===== src/rtl/acdd_regs.vh =====
`ifndef ACDD_REGS_VH
`define ACDD_REGS_VH
// Wishbone register word offsets (byte addresses)
`define ACDD_ADR_CTRL      8'h00
`define ACDD_ADR_GAIN      8'h04
`define ACDD_ADR_AUXL      8'h08
`define ACDD_ADR_AUXR      8'h0C
`define ACDD_ADR_DACATT    8'h10
`define ACDD_ADR_STATUS    8'h14
`define ACDD_ADR_CAPTL     8'h18
`define ACDD_ADR_CAPTR     8'h1C
// CTRL fields
`define ACDD_CTRL_FMT      1:0
`define ACDD_CTRL_MONO     2
`define ACDD_CTRL_XSEL     3
`define ACDD_CTRL_RATE     7:4
`define ACDD_CTRL_SRC      9:8
`define ACDD_CTRL_MONATT   15:10
`define ACDD_CTRL_MONMUTE  16
`define ACDD_CTRL_CLOR     17
`define ACDD_CTRL_RST      32'h0002_0000
// Formats
`define ACDD_FMT_LIN16     2'h0
`define ACDD_FMT_U8        2'h1
`define ACDD_FMT_ULAW      2'h2
`define ACDD_FMT_ALAW      2'h3
// Frame geometry
`define ACDD_SLOTS         6'h20
`define ACDD_SLOT_BITS     5'h10
`define ACDD_SLOT_PLAYL    5'h01
`define ACDD_SLOT_PLAYR    5'h02
`define ACDD_SLOT_CAPL     5'h04
`define ACDD_SLOT_CAPR     5'h05
// Zero-cross timeout in sample periods
`define ACDD_ZC_TIMEOUT    9'h180
// Attenuation: 1.5 dB steps, mute code
`define ACDD_ATT_MUTE      7'h40
`define ACDD_FULL_POS      16'h7FFF
`define ACDD_FULL_NEG      16'h8000
`endif


===== src/rtl/acdd_top.v =====
`timescale 1ns/1ps
`include "acdd_regs.vh"
module acdd_top (
    input  wire        clk_i,
    input  wire        rst_i,
    input  wire [7:0]  adr_i,
    input  wire [31:0] dat_i,
    output reg  [31:0] dat_o,
    input  wire        we_i,
    input  wire [3:0]  sel_i,
    input  wire        cyc_i,
    input  wire        stb_i,
    output reg         ack_o,
    input  wire        sclk_i,
    input  wire        sfs_i,
    input  wire        sdi_i,
    output reg         sdo_o,
    output reg         sdo_oe_o,
    input  wire [15:0] adc_l_i,
    input  wire [15:0] adc_r_i,
    input  wire        adc_ovr_l_i,
    input  wire        adc_ovr_r_i,
    output reg  [15:0] dac_l_o,
    output reg  [15:0] dac_r_o,
    output reg  [3:0]  gain_l_o,
    output reg  [3:0]  gain_r_o,
    output reg  [1:0]  source_o,
    output reg         mono_o,
    output reg  [5:0]  aux_l_gain_o,
    output reg  [5:0]  aux_r_gain_o,
    output reg  [1:0]  aux_mute_o,
    output reg         crystal_sel_o,
    output reg  [3:0]  rate_sel_o
);
    reg  [31:0] ctrl;
    reg  [15:0] gainreg;
    reg  [15:0] auxl;
    reg  [15:0] auxr;
    reg  [6:0]  att_req_l;
    reg  [6:0]  att_req_r;
    reg  [1:0]  ovr;
    reg  [2:0]  sclk_s;
    reg  [1:0]  sfs_s;
    reg  [1:0]  sdi_s;
    reg  [4:0]  bitcnt;
    reg  [4:0]  slot;
    reg  [15:0] rx_sh;
    reg  [15:0] tx_sh;
    reg  [15:0] play_l;
    reg  [15:0] play_r;
    reg  [15:0] cap_l;
    reg  [15:0] cap_r;
    reg         frame_end;

    // Unsigned 8 bit, mu-law and A-law expansion to 16-bit linear
    function [15:0] expand;
        input [1:0] fmt;
        input [7:0] b;
        reg   [7:0] c;
        reg  [14:0] mag;
        begin
            c   = 8'h00;
            mag = 15'h0000;
            case (fmt)
                `ACDD_FMT_U8:   expand = {~b[7], b[6:0], 8'h00};
                `ACDD_FMT_ULAW: begin
                    c   = ~b;
                    mag = ((({11'h000, c[3:0]} << 1) + 15'h0021) << c[6:4]) - 15'h0021;
                    expand = c[7] ? -{mag[13:0], 2'h0} : {mag[13:0], 2'h0};
                end
                `ACDD_FMT_ALAW: begin
                    c   = b ^ 8'h55;
                    mag = (c[6:4] == 3'h0) ? {10'h000, c[3:0], 1'b1}
                          : (({10'h000, c[3:0], 1'b1} + 15'h0020) << (c[6:4] - 3'h1));
                    expand = c[7] ? {mag[12:0], 3'h0} : -{mag[12:0], 3'h0};
                end
                default:        expand = 16'h0000;
            endcase
        end
    endfunction

    // Compression of 16-bit linear to the selected 8-bit format
    function [15:0] compress;
        input [1:0]  fmt;
        input [15:0] s;
        reg   [15:0] m;
        reg   [2:0]  e;
        reg   [3:0]  q;
        integer      i;
        begin
            m = s[15] ? (~s + 16'h0001) : s;
            e = 3'h0;
            q = 4'h0;
            case (fmt)
                `ACDD_FMT_U8: compress = {~s[15], s[14:8], 8'h00};
                `ACDD_FMT_ULAW: begin
                    m = {2'b00, m[15:2]};
                    m = (m > 16'h1FDE) ? 16'h1FFF : (m + 16'h0021);
                    for (i = 0; i < 8; i = i + 1) begin
                        if (m[i + 5])
                            e = i[2:0];
                    end
                    q = m[e + 4'h1 +: 4];
                    compress = {~{s[15], e, q}, 8'h00};
                end
                `ACDD_FMT_ALAW: begin
                    m = {3'b000, m[15:3]};
                    if (m > 16'h0FFF)
                        m = 16'h0FFF;
                    for (i = 1; i < 8; i = i + 1) begin
                        if (m[i + 4])
                            e = i[2:0];
                    end
                    q = (e == 3'h0) ? m[4:1] : m[e +: 4];
                    compress = {{~s[15], e, q} ^ 8'h55, 8'h00};
                end
                default: compress = s;
            endcase
        end
    endfunction

    // Attenuate by n * 1.5 dB: scale by a coarse quarter-step table, then shift by n/4 (6 dB)
    function [15:0] atten;
        input [15:0] s;
        input [6:0]  n;
        reg   [31:0] p;
        reg   [16:0] k;
        begin
            // Unity is an exact 1.0 so a 0 dB setting passes samples untouched
            case (n[1:0])
                2'h0:    k = 17'h10000;
                2'h1:    k = 17'h0D744;
                2'h2:    k = 17'h0B504;
                default: k = 17'h09837;
            endcase
            p = $signed(s) * $signed({1'b0, k});
            p = $signed(p) >>> n[5:2];
            atten = (n >= `ACDD_ATT_MUTE) ? 16'h0000 : p[31:16];
        end
    endfunction

    // Link clock and pins enter through two flip-flops
    always @(posedge clk_i) begin
        if (rst_i) begin
            sclk_s <= 3'h0;
            sfs_s  <= 2'h0;
            sdi_s  <= 2'h0;
        end else begin
            sclk_s <= {sclk_s[1:0], sclk_i};
            sfs_s  <= {sfs_s[0], sfs_i};
            sdi_s  <= {sdi_s[0], sdi_i};
        end
    end

    wire sclk_rise = sclk_s[1] & ~sclk_s[2];
    wire sclk_fall = ~sclk_s[1] & sclk_s[2];
    wire [1:0] fmt = ctrl[`ACDD_CTRL_FMT];

    wire [15:0] capl_src = adc_l_i;
    wire [15:0] capr_src = ctrl[`ACDD_CTRL_MONO] ? adc_l_i : adc_r_i;

    // TDM receive and transmit: frame sync marks bit 0 of slot 0
    always @(posedge clk_i) begin
        if (rst_i) begin
            bitcnt    <= 5'h00;
            slot      <= 5'h00;
            rx_sh     <= 16'h0000;
            tx_sh     <= 16'h0000;
            play_l    <= 16'h0000;
            play_r    <= 16'h0000;
            cap_l     <= 16'h0000;
            cap_r     <= 16'h0000;
            sdo_o     <= 1'b0;
            sdo_oe_o  <= 1'b0;
            frame_end <= 1'b0;
        end else begin
            frame_end <= 1'b0;
            if (sclk_rise) begin
                if (sfs_s[1]) begin
                    bitcnt <= 5'h01;
                    slot   <= 5'h00;
                    rx_sh  <= {15'h0000, sdi_s[1]};
                end else begin
                    rx_sh  <= {rx_sh[14:0], sdi_s[1]};
                    bitcnt <= bitcnt + 5'h01;
                    if (bitcnt == `ACDD_SLOT_BITS - 5'h01) begin
                        if (slot == `ACDD_SLOT_PLAYL)
                            play_l <= (fmt == `ACDD_FMT_LIN16) ? {rx_sh[14:0], sdi_s[1]}
                                      : expand(fmt, rx_sh[14:7]);
                        if (slot == `ACDD_SLOT_PLAYR) begin
                            play_r    <= (fmt == `ACDD_FMT_LIN16) ? {rx_sh[14:0], sdi_s[1]}
                                         : expand(fmt, rx_sh[14:7]);
                            frame_end <= 1'b1;
                        end
                        bitcnt <= 5'h00;
                        slot   <= (slot == `ACDD_SLOTS - 6'h01) ? 5'h00 : slot + 5'h01;
                    end
                end
            end
            if (sclk_fall) begin
                if (bitcnt == 5'h00 && (slot == `ACDD_SLOT_CAPL || slot == `ACDD_SLOT_CAPR)) begin
                    tx_sh <= (slot == `ACDD_SLOT_CAPL) ? cap_l : cap_r;
                    sdo_o <= (slot == `ACDD_SLOT_CAPL) ? cap_l[15] : cap_r[15];
                    sdo_oe_o <= 1'b1;
                end else if (sdo_oe_o && bitcnt != 5'h00) begin
                    tx_sh <= {tx_sh[14:0], 1'b0};
                    sdo_o <= tx_sh[14];
                end else begin
                    sdo_oe_o <= 1'b0;
                end
            end
            if (frame_end) begin
                // Capture words latched straight from the converter, never from the mix
                cap_l <= (fmt == `ACDD_FMT_LIN16) ? capl_src : compress(fmt, capl_src);
                cap_r <= (fmt == `ACDD_FMT_LIN16) ? capr_src : compress(fmt, capr_src);
            end
        end
    end

    // Monitor mix and saturation
    wire [15:0] mon_l = ctrl[`ACDD_CTRL_MONMUTE] ? 16'h0000 :
                        atten(capl_src, {1'b0, ctrl[`ACDD_CTRL_MONATT]});
    wire [15:0] mon_r = ctrl[`ACDD_CTRL_MONMUTE] ? 16'h0000 :
                        atten(capr_src, {1'b0, ctrl[`ACDD_CTRL_MONATT]});
    wire [16:0] sum_l = {play_l[15], play_l} + {mon_l[15], mon_l};
    wire [16:0] sum_r = {play_r[15], play_r} + {mon_r[15], mon_r};
    wire [15:0] mix_l = (sum_l[16] != sum_l[15]) ? (sum_l[16] ? `ACDD_FULL_NEG : `ACDD_FULL_POS)
                        : sum_l[15:0];
    wire [15:0] mix_r = (sum_r[16] != sum_r[15]) ? (sum_r[16] ? `ACDD_FULL_NEG : `ACDD_FULL_POS)
                        : sum_r[15:0];

    // Per-channel zero-cross gated attenuators
    wire [15:0] mix_v [0:1];
    wire [6:0]  req_v [0:1];
    wire [15:0] out_v [0:1];
    assign mix_v[0] = mix_l;
    assign mix_v[1] = mix_r;
    assign req_v[0] = att_req_l;
    assign req_v[1] = att_req_r;

    genvar ch;
    generate
        for (ch = 0; ch < 2; ch = ch + 1) begin : g_ch
            reg [6:0]  att_cur;
            reg [8:0]  tmo;
            reg        last_sign;
            always @(posedge clk_i) begin
                if (rst_i) begin
                    att_cur   <= `ACDD_ATT_MUTE;
                    tmo       <= 9'h000;
                    last_sign <= 1'b0;
                end else if (frame_end) begin
                    last_sign <= mix_v[ch][15];
                    if (att_cur == req_v[ch]) begin
                        tmo <= 9'h000;
                    end else if (mix_v[ch][15] != last_sign || tmo == `ACDD_ZC_TIMEOUT - 9'h001) begin
                        att_cur <= req_v[ch];
                        tmo     <= 9'h000;
                    end else begin
                        tmo <= tmo + 9'h001;
                    end
                end
            end
            assign out_v[ch] = atten(mix_v[ch], att_cur);
        end
    endgenerate

    always @(posedge clk_i) begin
        if (rst_i) begin
            dac_l_o <= 16'h0000;
            dac_r_o <= 16'h0000;
        end else if (frame_end) begin
            dac_l_o <= out_v[0];
            dac_r_o <= out_v[1];
        end
    end

    // Configuration outputs decoded from registers
    always @* begin
        gain_l_o      = gainreg[3:0];
        gain_r_o      = gainreg[7:4];
        source_o      = ctrl[`ACDD_CTRL_SRC];
        mono_o        = ctrl[`ACDD_CTRL_MONO];
        aux_l_gain_o  = auxl[5:0];
        aux_r_gain_o  = auxr[5:0];
        aux_mute_o    = {auxr[7], auxl[7]};
        crystal_sel_o = ctrl[`ACDD_CTRL_XSEL];
        rate_sel_o    = ctrl[`ACDD_CTRL_RATE];
    end

    // Wishbone slave, one wait state; CTRL writes by byte lane, DACATT byte 1 needs lanes 0 and 1
    wire        wb_req   = cyc_i & stb_i & ~ack_o;
    wire [31:0] ctrl_rst = `ACDD_CTRL_RST;
    genvar bl;
    generate
        for (bl = 0; bl < 4; bl = bl + 1) begin : g_lane
            always @(posedge clk_i) begin
                if (rst_i) begin
                    ctrl[bl*8 +: 8] <= ctrl_rst[bl*8 +: 8];
                end else if (wb_req && we_i && sel_i[bl] && adr_i == `ACDD_ADR_CTRL) begin
                    ctrl[bl*8 +: 8] <= dat_i[bl*8 +: 8];
                end
            end
        end
    endgenerate

    always @(posedge clk_i) begin
        if (rst_i) begin
            ack_o     <= 1'b0;
            dat_o     <= 32'h0000_0000;
            gainreg   <= 16'h0000;
            auxl      <= 16'h0080;
            auxr      <= 16'h0080;
            att_req_l <= `ACDD_ATT_MUTE;
            att_req_r <= `ACDD_ATT_MUTE;
            ovr       <= 2'h0;
        end else begin
            ack_o <= wb_req;
            // Overrange: follows each sample with clear-mode set, else sticky; set beats clear
            if (frame_end && ctrl[`ACDD_CTRL_CLOR])
                ovr <= {adc_ovr_r_i, adc_ovr_l_i};
            else
                ovr <= ovr | {adc_ovr_r_i, adc_ovr_l_i};
            if (wb_req && we_i && sel_i[0]) begin
                case (adr_i)
                    `ACDD_ADR_GAIN:   gainreg[7:0] <= dat_i[7:0];
                    `ACDD_ADR_AUXL:   auxl[7:0]    <= dat_i[7:0];
                    `ACDD_ADR_AUXR:   auxr[7:0]    <= dat_i[7:0];
                    `ACDD_ADR_DACATT: begin
                        att_req_l <= dat_i[6:0];
                        if (sel_i[1])
                            att_req_r <= dat_i[14:8];
                    end
                    default: ;
                endcase
            end
            if (wb_req) begin
                case (adr_i)
                    `ACDD_ADR_CTRL:   dat_o <= ctrl;
                    `ACDD_ADR_GAIN:   dat_o <= {24'h000000, gainreg[7:0]};
                    `ACDD_ADR_AUXL:   dat_o <= {24'h000000, auxl[7:0]};
                    `ACDD_ADR_AUXR:   dat_o <= {24'h000000, auxr[7:0]};
                    `ACDD_ADR_DACATT: dat_o <= {17'h00000, att_req_r, 1'b0, att_req_l};
                    `ACDD_ADR_STATUS: dat_o <= {30'h00000000, ovr};
                    `ACDD_ADR_CAPTL:  dat_o <= {16'h0000, cap_l};
                    `ACDD_ADR_CAPTR:  dat_o <= {16'h0000, cap_r};
                    default:          dat_o <= 32'h0000_0000;
                endcase
            end
        end
    end
endmodule


===== config.mk =====
export PLATFORM = sky130hd
export DESIGN_NAME = acdd_top
export DESIGN_NICKNAME = d
export VERILOG_FILES = /design/src/rtl/acdd_top.v
export VERILOG_INCLUDE_DIRS = /design/src /design/src/rtl
export SDC_FILE = /design/constraint.sdc
export NUM_CORES = 2
export LEC_CHECK = 0
export ABC_CLOCK_PERIOD_IN_PS = 24900
export BUFFER_PORTS_ARGS = -buffer_cell sky130_fd_sc_hd__buf_2
export CORE_ASPECT_RATIO = 1.25
export CORE_MARGIN = 2
export CORE_UTILIZATION = 35
export CTS_CLUSTER_SIZE = 8
export DETAILED_ROUTE_END_ITERATION = 6
export GPL_TIMING_DRIVEN = 0
export PLACE_DENSITY = 0.5
export RECOVER_POWER = 50
export SLEW_MARGIN = 20
export SYNTH_ARGS = -nofsm -noshare
export SYNTH_HDL_FRONTEND = slang
export SYNTH_SLANG_ARGS = --single-unit

===== constraint.sdc =====
create_clock -name clk_i -period 24.9 [get_ports clk_i]
set_input_delay 4.98 -clock clk_i [delete_from_list [all_inputs] [get_ports clk_i]]
set_output_delay 4.98 -clock clk_i [all_outputs]
set_load 0.02 [all_outputs]

==> key figures <==
Detailed routing
  • Final WL: around 190 mm
  • First drt pass iteration count: 7
  • Via count: 46000
  • Via-to-Cell Ratio: between 5 and 6
  • Final ANT Viol Nets: 0
  • DRC: 7
  • Initial DRC Count: around 3200
  • DR WL/cell: 22.0 µm

Worst setup path
  • Crit-path max cell delay: 0.92 ns
  • Cell mode on critical path: fa_1
  • Critical Path Source: adc_l_i[9]
  • Required time of the critical path: 25.32 ns
  • Critical Path Sink Type: flip-flop
  • Crit-path slowest cell: a2111oi_0
  • CP Launch Type: input pin
  • CP Data Arrival Time: 24.30 ns
  • Reg2reg start: ctrl[10]$_SDFFE_PP0P_
  • Reg2reg end: dac_l_o[14]$_SDFFE_PP0P_
  • CP Max Fanout: 10
  • Crit path kind: in2reg
  • Reg-to-reg setup timing slack: between 4 and 5 ns
  • CP endpoint: dac_l_o[14]$_SDFFE_PP0P_
  • R2R depth: 69

Global route
  • Total grt overflow: 0
  • Largest net degree at the start of global routing: 13
  • Global-route wire length before repair: approximately 290 mm
  • Initial antenna violation count: 5
  • Number of global-route vias before repair: around 47000
  • GRT Total Usage: 24.0%

CTS
  • Root buf cell: clkbuf_16
  • Clk pin slew, worst setup/hold paths: 0.05 ns
  • Hold_buf cts: 0
  • CTS tree: built
  • Clk buf depth: 3
  • Clk Latency, worst-skew pair: 0.59 ns
  • H-tree depth: 2
  • CTS Buf Count: 42
  • Clock Sinks: 285

Worst hold path
  • HP Class: reg2reg

Logic synthesis
  • EDFF count, synth: 0
  • FF+latch count, synth: 285
  • Ys flop type: dfxtp_1
  • Synth area leader: fa_1
  • Synth Instances: 6438
  • Commonest cells post-synth: inv_1, fa_1, ha_1
  • Most common cell in the synthesized netlist: inv_1
  • Post-Syn Area per Cell: 8.33 µm²
  • Sequential fraction of the synthesis area: 10.6%
  • Mapped cell area: ~54000 µm²
  • Top cells by area, synth: fa_1, ha_1, dfxtp_1
  • Total number of yosys warnings: 0
  • Share of the synthesized area in the top cell type: between 20% and 30%
  • Post-synthesis net count: a little under 8000
  • Ys async rst share: 0%
  • Library cells used by synthesis: around 110

Timing
  • Rel. slew slack: 10.4%
  • Final setup viols: 0
  • Unrepaired setup endpoints after global routing: false
  • Final WS setup: 1.02 ns
  • Tcrit/Tclk final: 95.9%
  • Clk_skew: 0.0246 ns
  • Slew @ Worst Pin: 1.34 ns
  • Fmax achieved: 41.9 MHz
  • Final Max Slew Viols: 0
  • Final hold vios: 0
  • Total negative slack: 0 ns
  • Period minus WS final: 23.88 ns

Run
  • Max Cap Viol: 0

Place
  • Gpl congestion: 0.950
  • HPWL after DPL: 164 mm
  • Port buffer count: 172
  • Setup WS pre-CTS: -0.480 ns

Final layout
  • Final Util: approximately two fifths
  • Area delta synth->final: 8.50%
  • Layout cell share with drive strength beyond 1: 5.02%
  • Layout Nets: 8048

Floorplanning
  • Die Y: approximately 440 µm
  • Die Wd: around 350 µm
  • # IOs: 183
  • Initial Utilization: 35.3%
  • Die ar.: 156000 µm²
  • Num rows: 160
  • Core box area: 152000 µm²

Pwr
  • PnR Total Power: ~3.4 mW
  • Max VDD drop: approximately 73 µV
  • Lkg Pwr: 27.8 nW
  • Power per standard cell area: roughly 58 nW/µm²

Run status
  • Status: finished with violations
  • Failing checks: design-rule violations
layout make-up:
class                      instances  area, µm²
antenna                            5       12.5
tap                             2025       2530
timing repair buffer             179        797
fill                           16100      93900
clock inverter                     4       86.3
clock buffer                      47       1090
sequential                       285       5710
buffer                           299       1260
inverter                        1244       4670
multi-input combinational       4600      42100
cells by family after synthesis:
| group | Yosys count | share of synthesized area, % |
|---|---|---|
| multiplexers | 225 | 4.68 |
| AO/OA/AOI/OAI | 1207 | 14.9 |
| flip-flops | 285 | 10.6 |
| XOR/XNOR | 197 | 3.27 |
| adder cells (fa/ha/maj) | 1311 | 40.3 |
| buffers and inverters | 1553 | 11.1 |
| AND/OR/NAND/NOR | 1660 | 15.1 |
state kept, by name, summed over array words and instances (netlist names), 16 cells and up:
signal	count
g_ch.tmo	18
ctrl	24
play_r	16
dac_l_o	16
cap_l	16
cap_r	16
play_l	16
dat_o	32
dac_r_o	16
routing by layer:
| metal | routed length, µm | track usage, % | vias to the layer above |
|---|---|---|---|
| met1 | 77600 | 29.1 | 22800 |
| li1 | - | - | 21500 |
| met5 | 0 | 0 | - |
| met3 | 7960 | 1.90 | 335 |
| met4 | 8610 | 9.69 | 0 |
| met2 | 96700 | 43.6 | 1327 |
repair_timing:
item / CTS / global route
endpoints found under the setup margin: 0 / 32
gates resized for setup: 0 / 34
hold endpoints to repair: 0 / 0
setup buffers: 0 / 3
cells in the final DEF (no fill, tap or decap), drive strengths merged, types with 36 or more instances in the layout:
| cell | n |
|---|---|
| a21oi | 388 |
| clkbuf | 393 |
| a31oi | 36 |
| inv | 1243 |
| ha | 617 |
| mux2 | 42 |
| nor2 | 351 |
| and2 | 192 |
| fa | 694 |
| o21ai | 199 |
| nand2b | 83 |
| a22oi | 65 |
| nor3 | 88 |
| nor2b | 88 |
| dfxtp | 285 |
| xnor2 | 136 |
| nand3 | 118 |
| buf | 132 |
| a211oi | 47 |
| o211ai | 54 |
| and3 | 50 |
| nand2 | 522 |
| mux2i | 167 |
| a21o | 74 |
| xor2 | 61 |
power breakdown:
group | leakage (nW) | internal [mW] | switching, mW
clock | 0.576 | 0.318 | 0.222
combinational | 25.0 | 0.904 | 1.47
sequential | 2.30 | 0.458 | 0.000794
total | 27.8 | 1.68 | 1.69
critical path: cells and delay by family:
family / cells / cell delay, ns
multiplexers: 2 / 0.67
AO/OA/AOI/OAI: 23 / 6.64
buffers and inverters: 15 / 2.60
adder cells (fa/ha/maj): 17 / 7.35
XOR/XNOR: 1 / 0.23
AND/OR/NAND/NOR: 7 / 1.79
how the worst min path moves through the flow:
stage | slack (ns) | from | depth (start not counted) | end
floorplan | 0.41 | sclk_s[0]$_SDFF_PP0_ | 1 | sclk_s[1]$_SDFF_PP0_
CTS | 0.45 | dat_o[20]$_SDFFE_PP0P_ | 2 | dat_o[20]$_SDFFE_PP0P_
global placement | 0.44 | dat_o[16]$_SDFFE_PP0P_ | 2 | dat_o[16]$_SDFFE_PP0P_
detailed placement | 0.43 | sclk_s[0]$_SDFF_PP0_ | 1 | sclk_s[1]$_SDFF_PP0_
finish | 0.45 | sclk_s[0]$_SDFF_PP0_ | 1 | sclk_s[1]$_SDFF_PP0_
global route | 0.47 | dat_o[20]$_SDFFE_PP0P_ | 2 | dat_o[20]$_SDFFE_PP0P_
through the flow:
| step | instances | instance area [µm²] | hold slack, ns |
|---|---|---|---|
| 6_report | 8688 | 58200 | 0.449 |
| 3_3_place_gp | 8635 | 57000 | 0.439 |
| 2_1_floorplan | 6438 | 53700 | 0.414 |
| 5_1_grt | 8686 | 58200 | 0.470 |
| 4_1_cts | 8690 | 58300 | 0.447 |
| 3_5_place_dp | 8639 | 57100 | 0.430 |
Power figures use the tool's default switching activity.
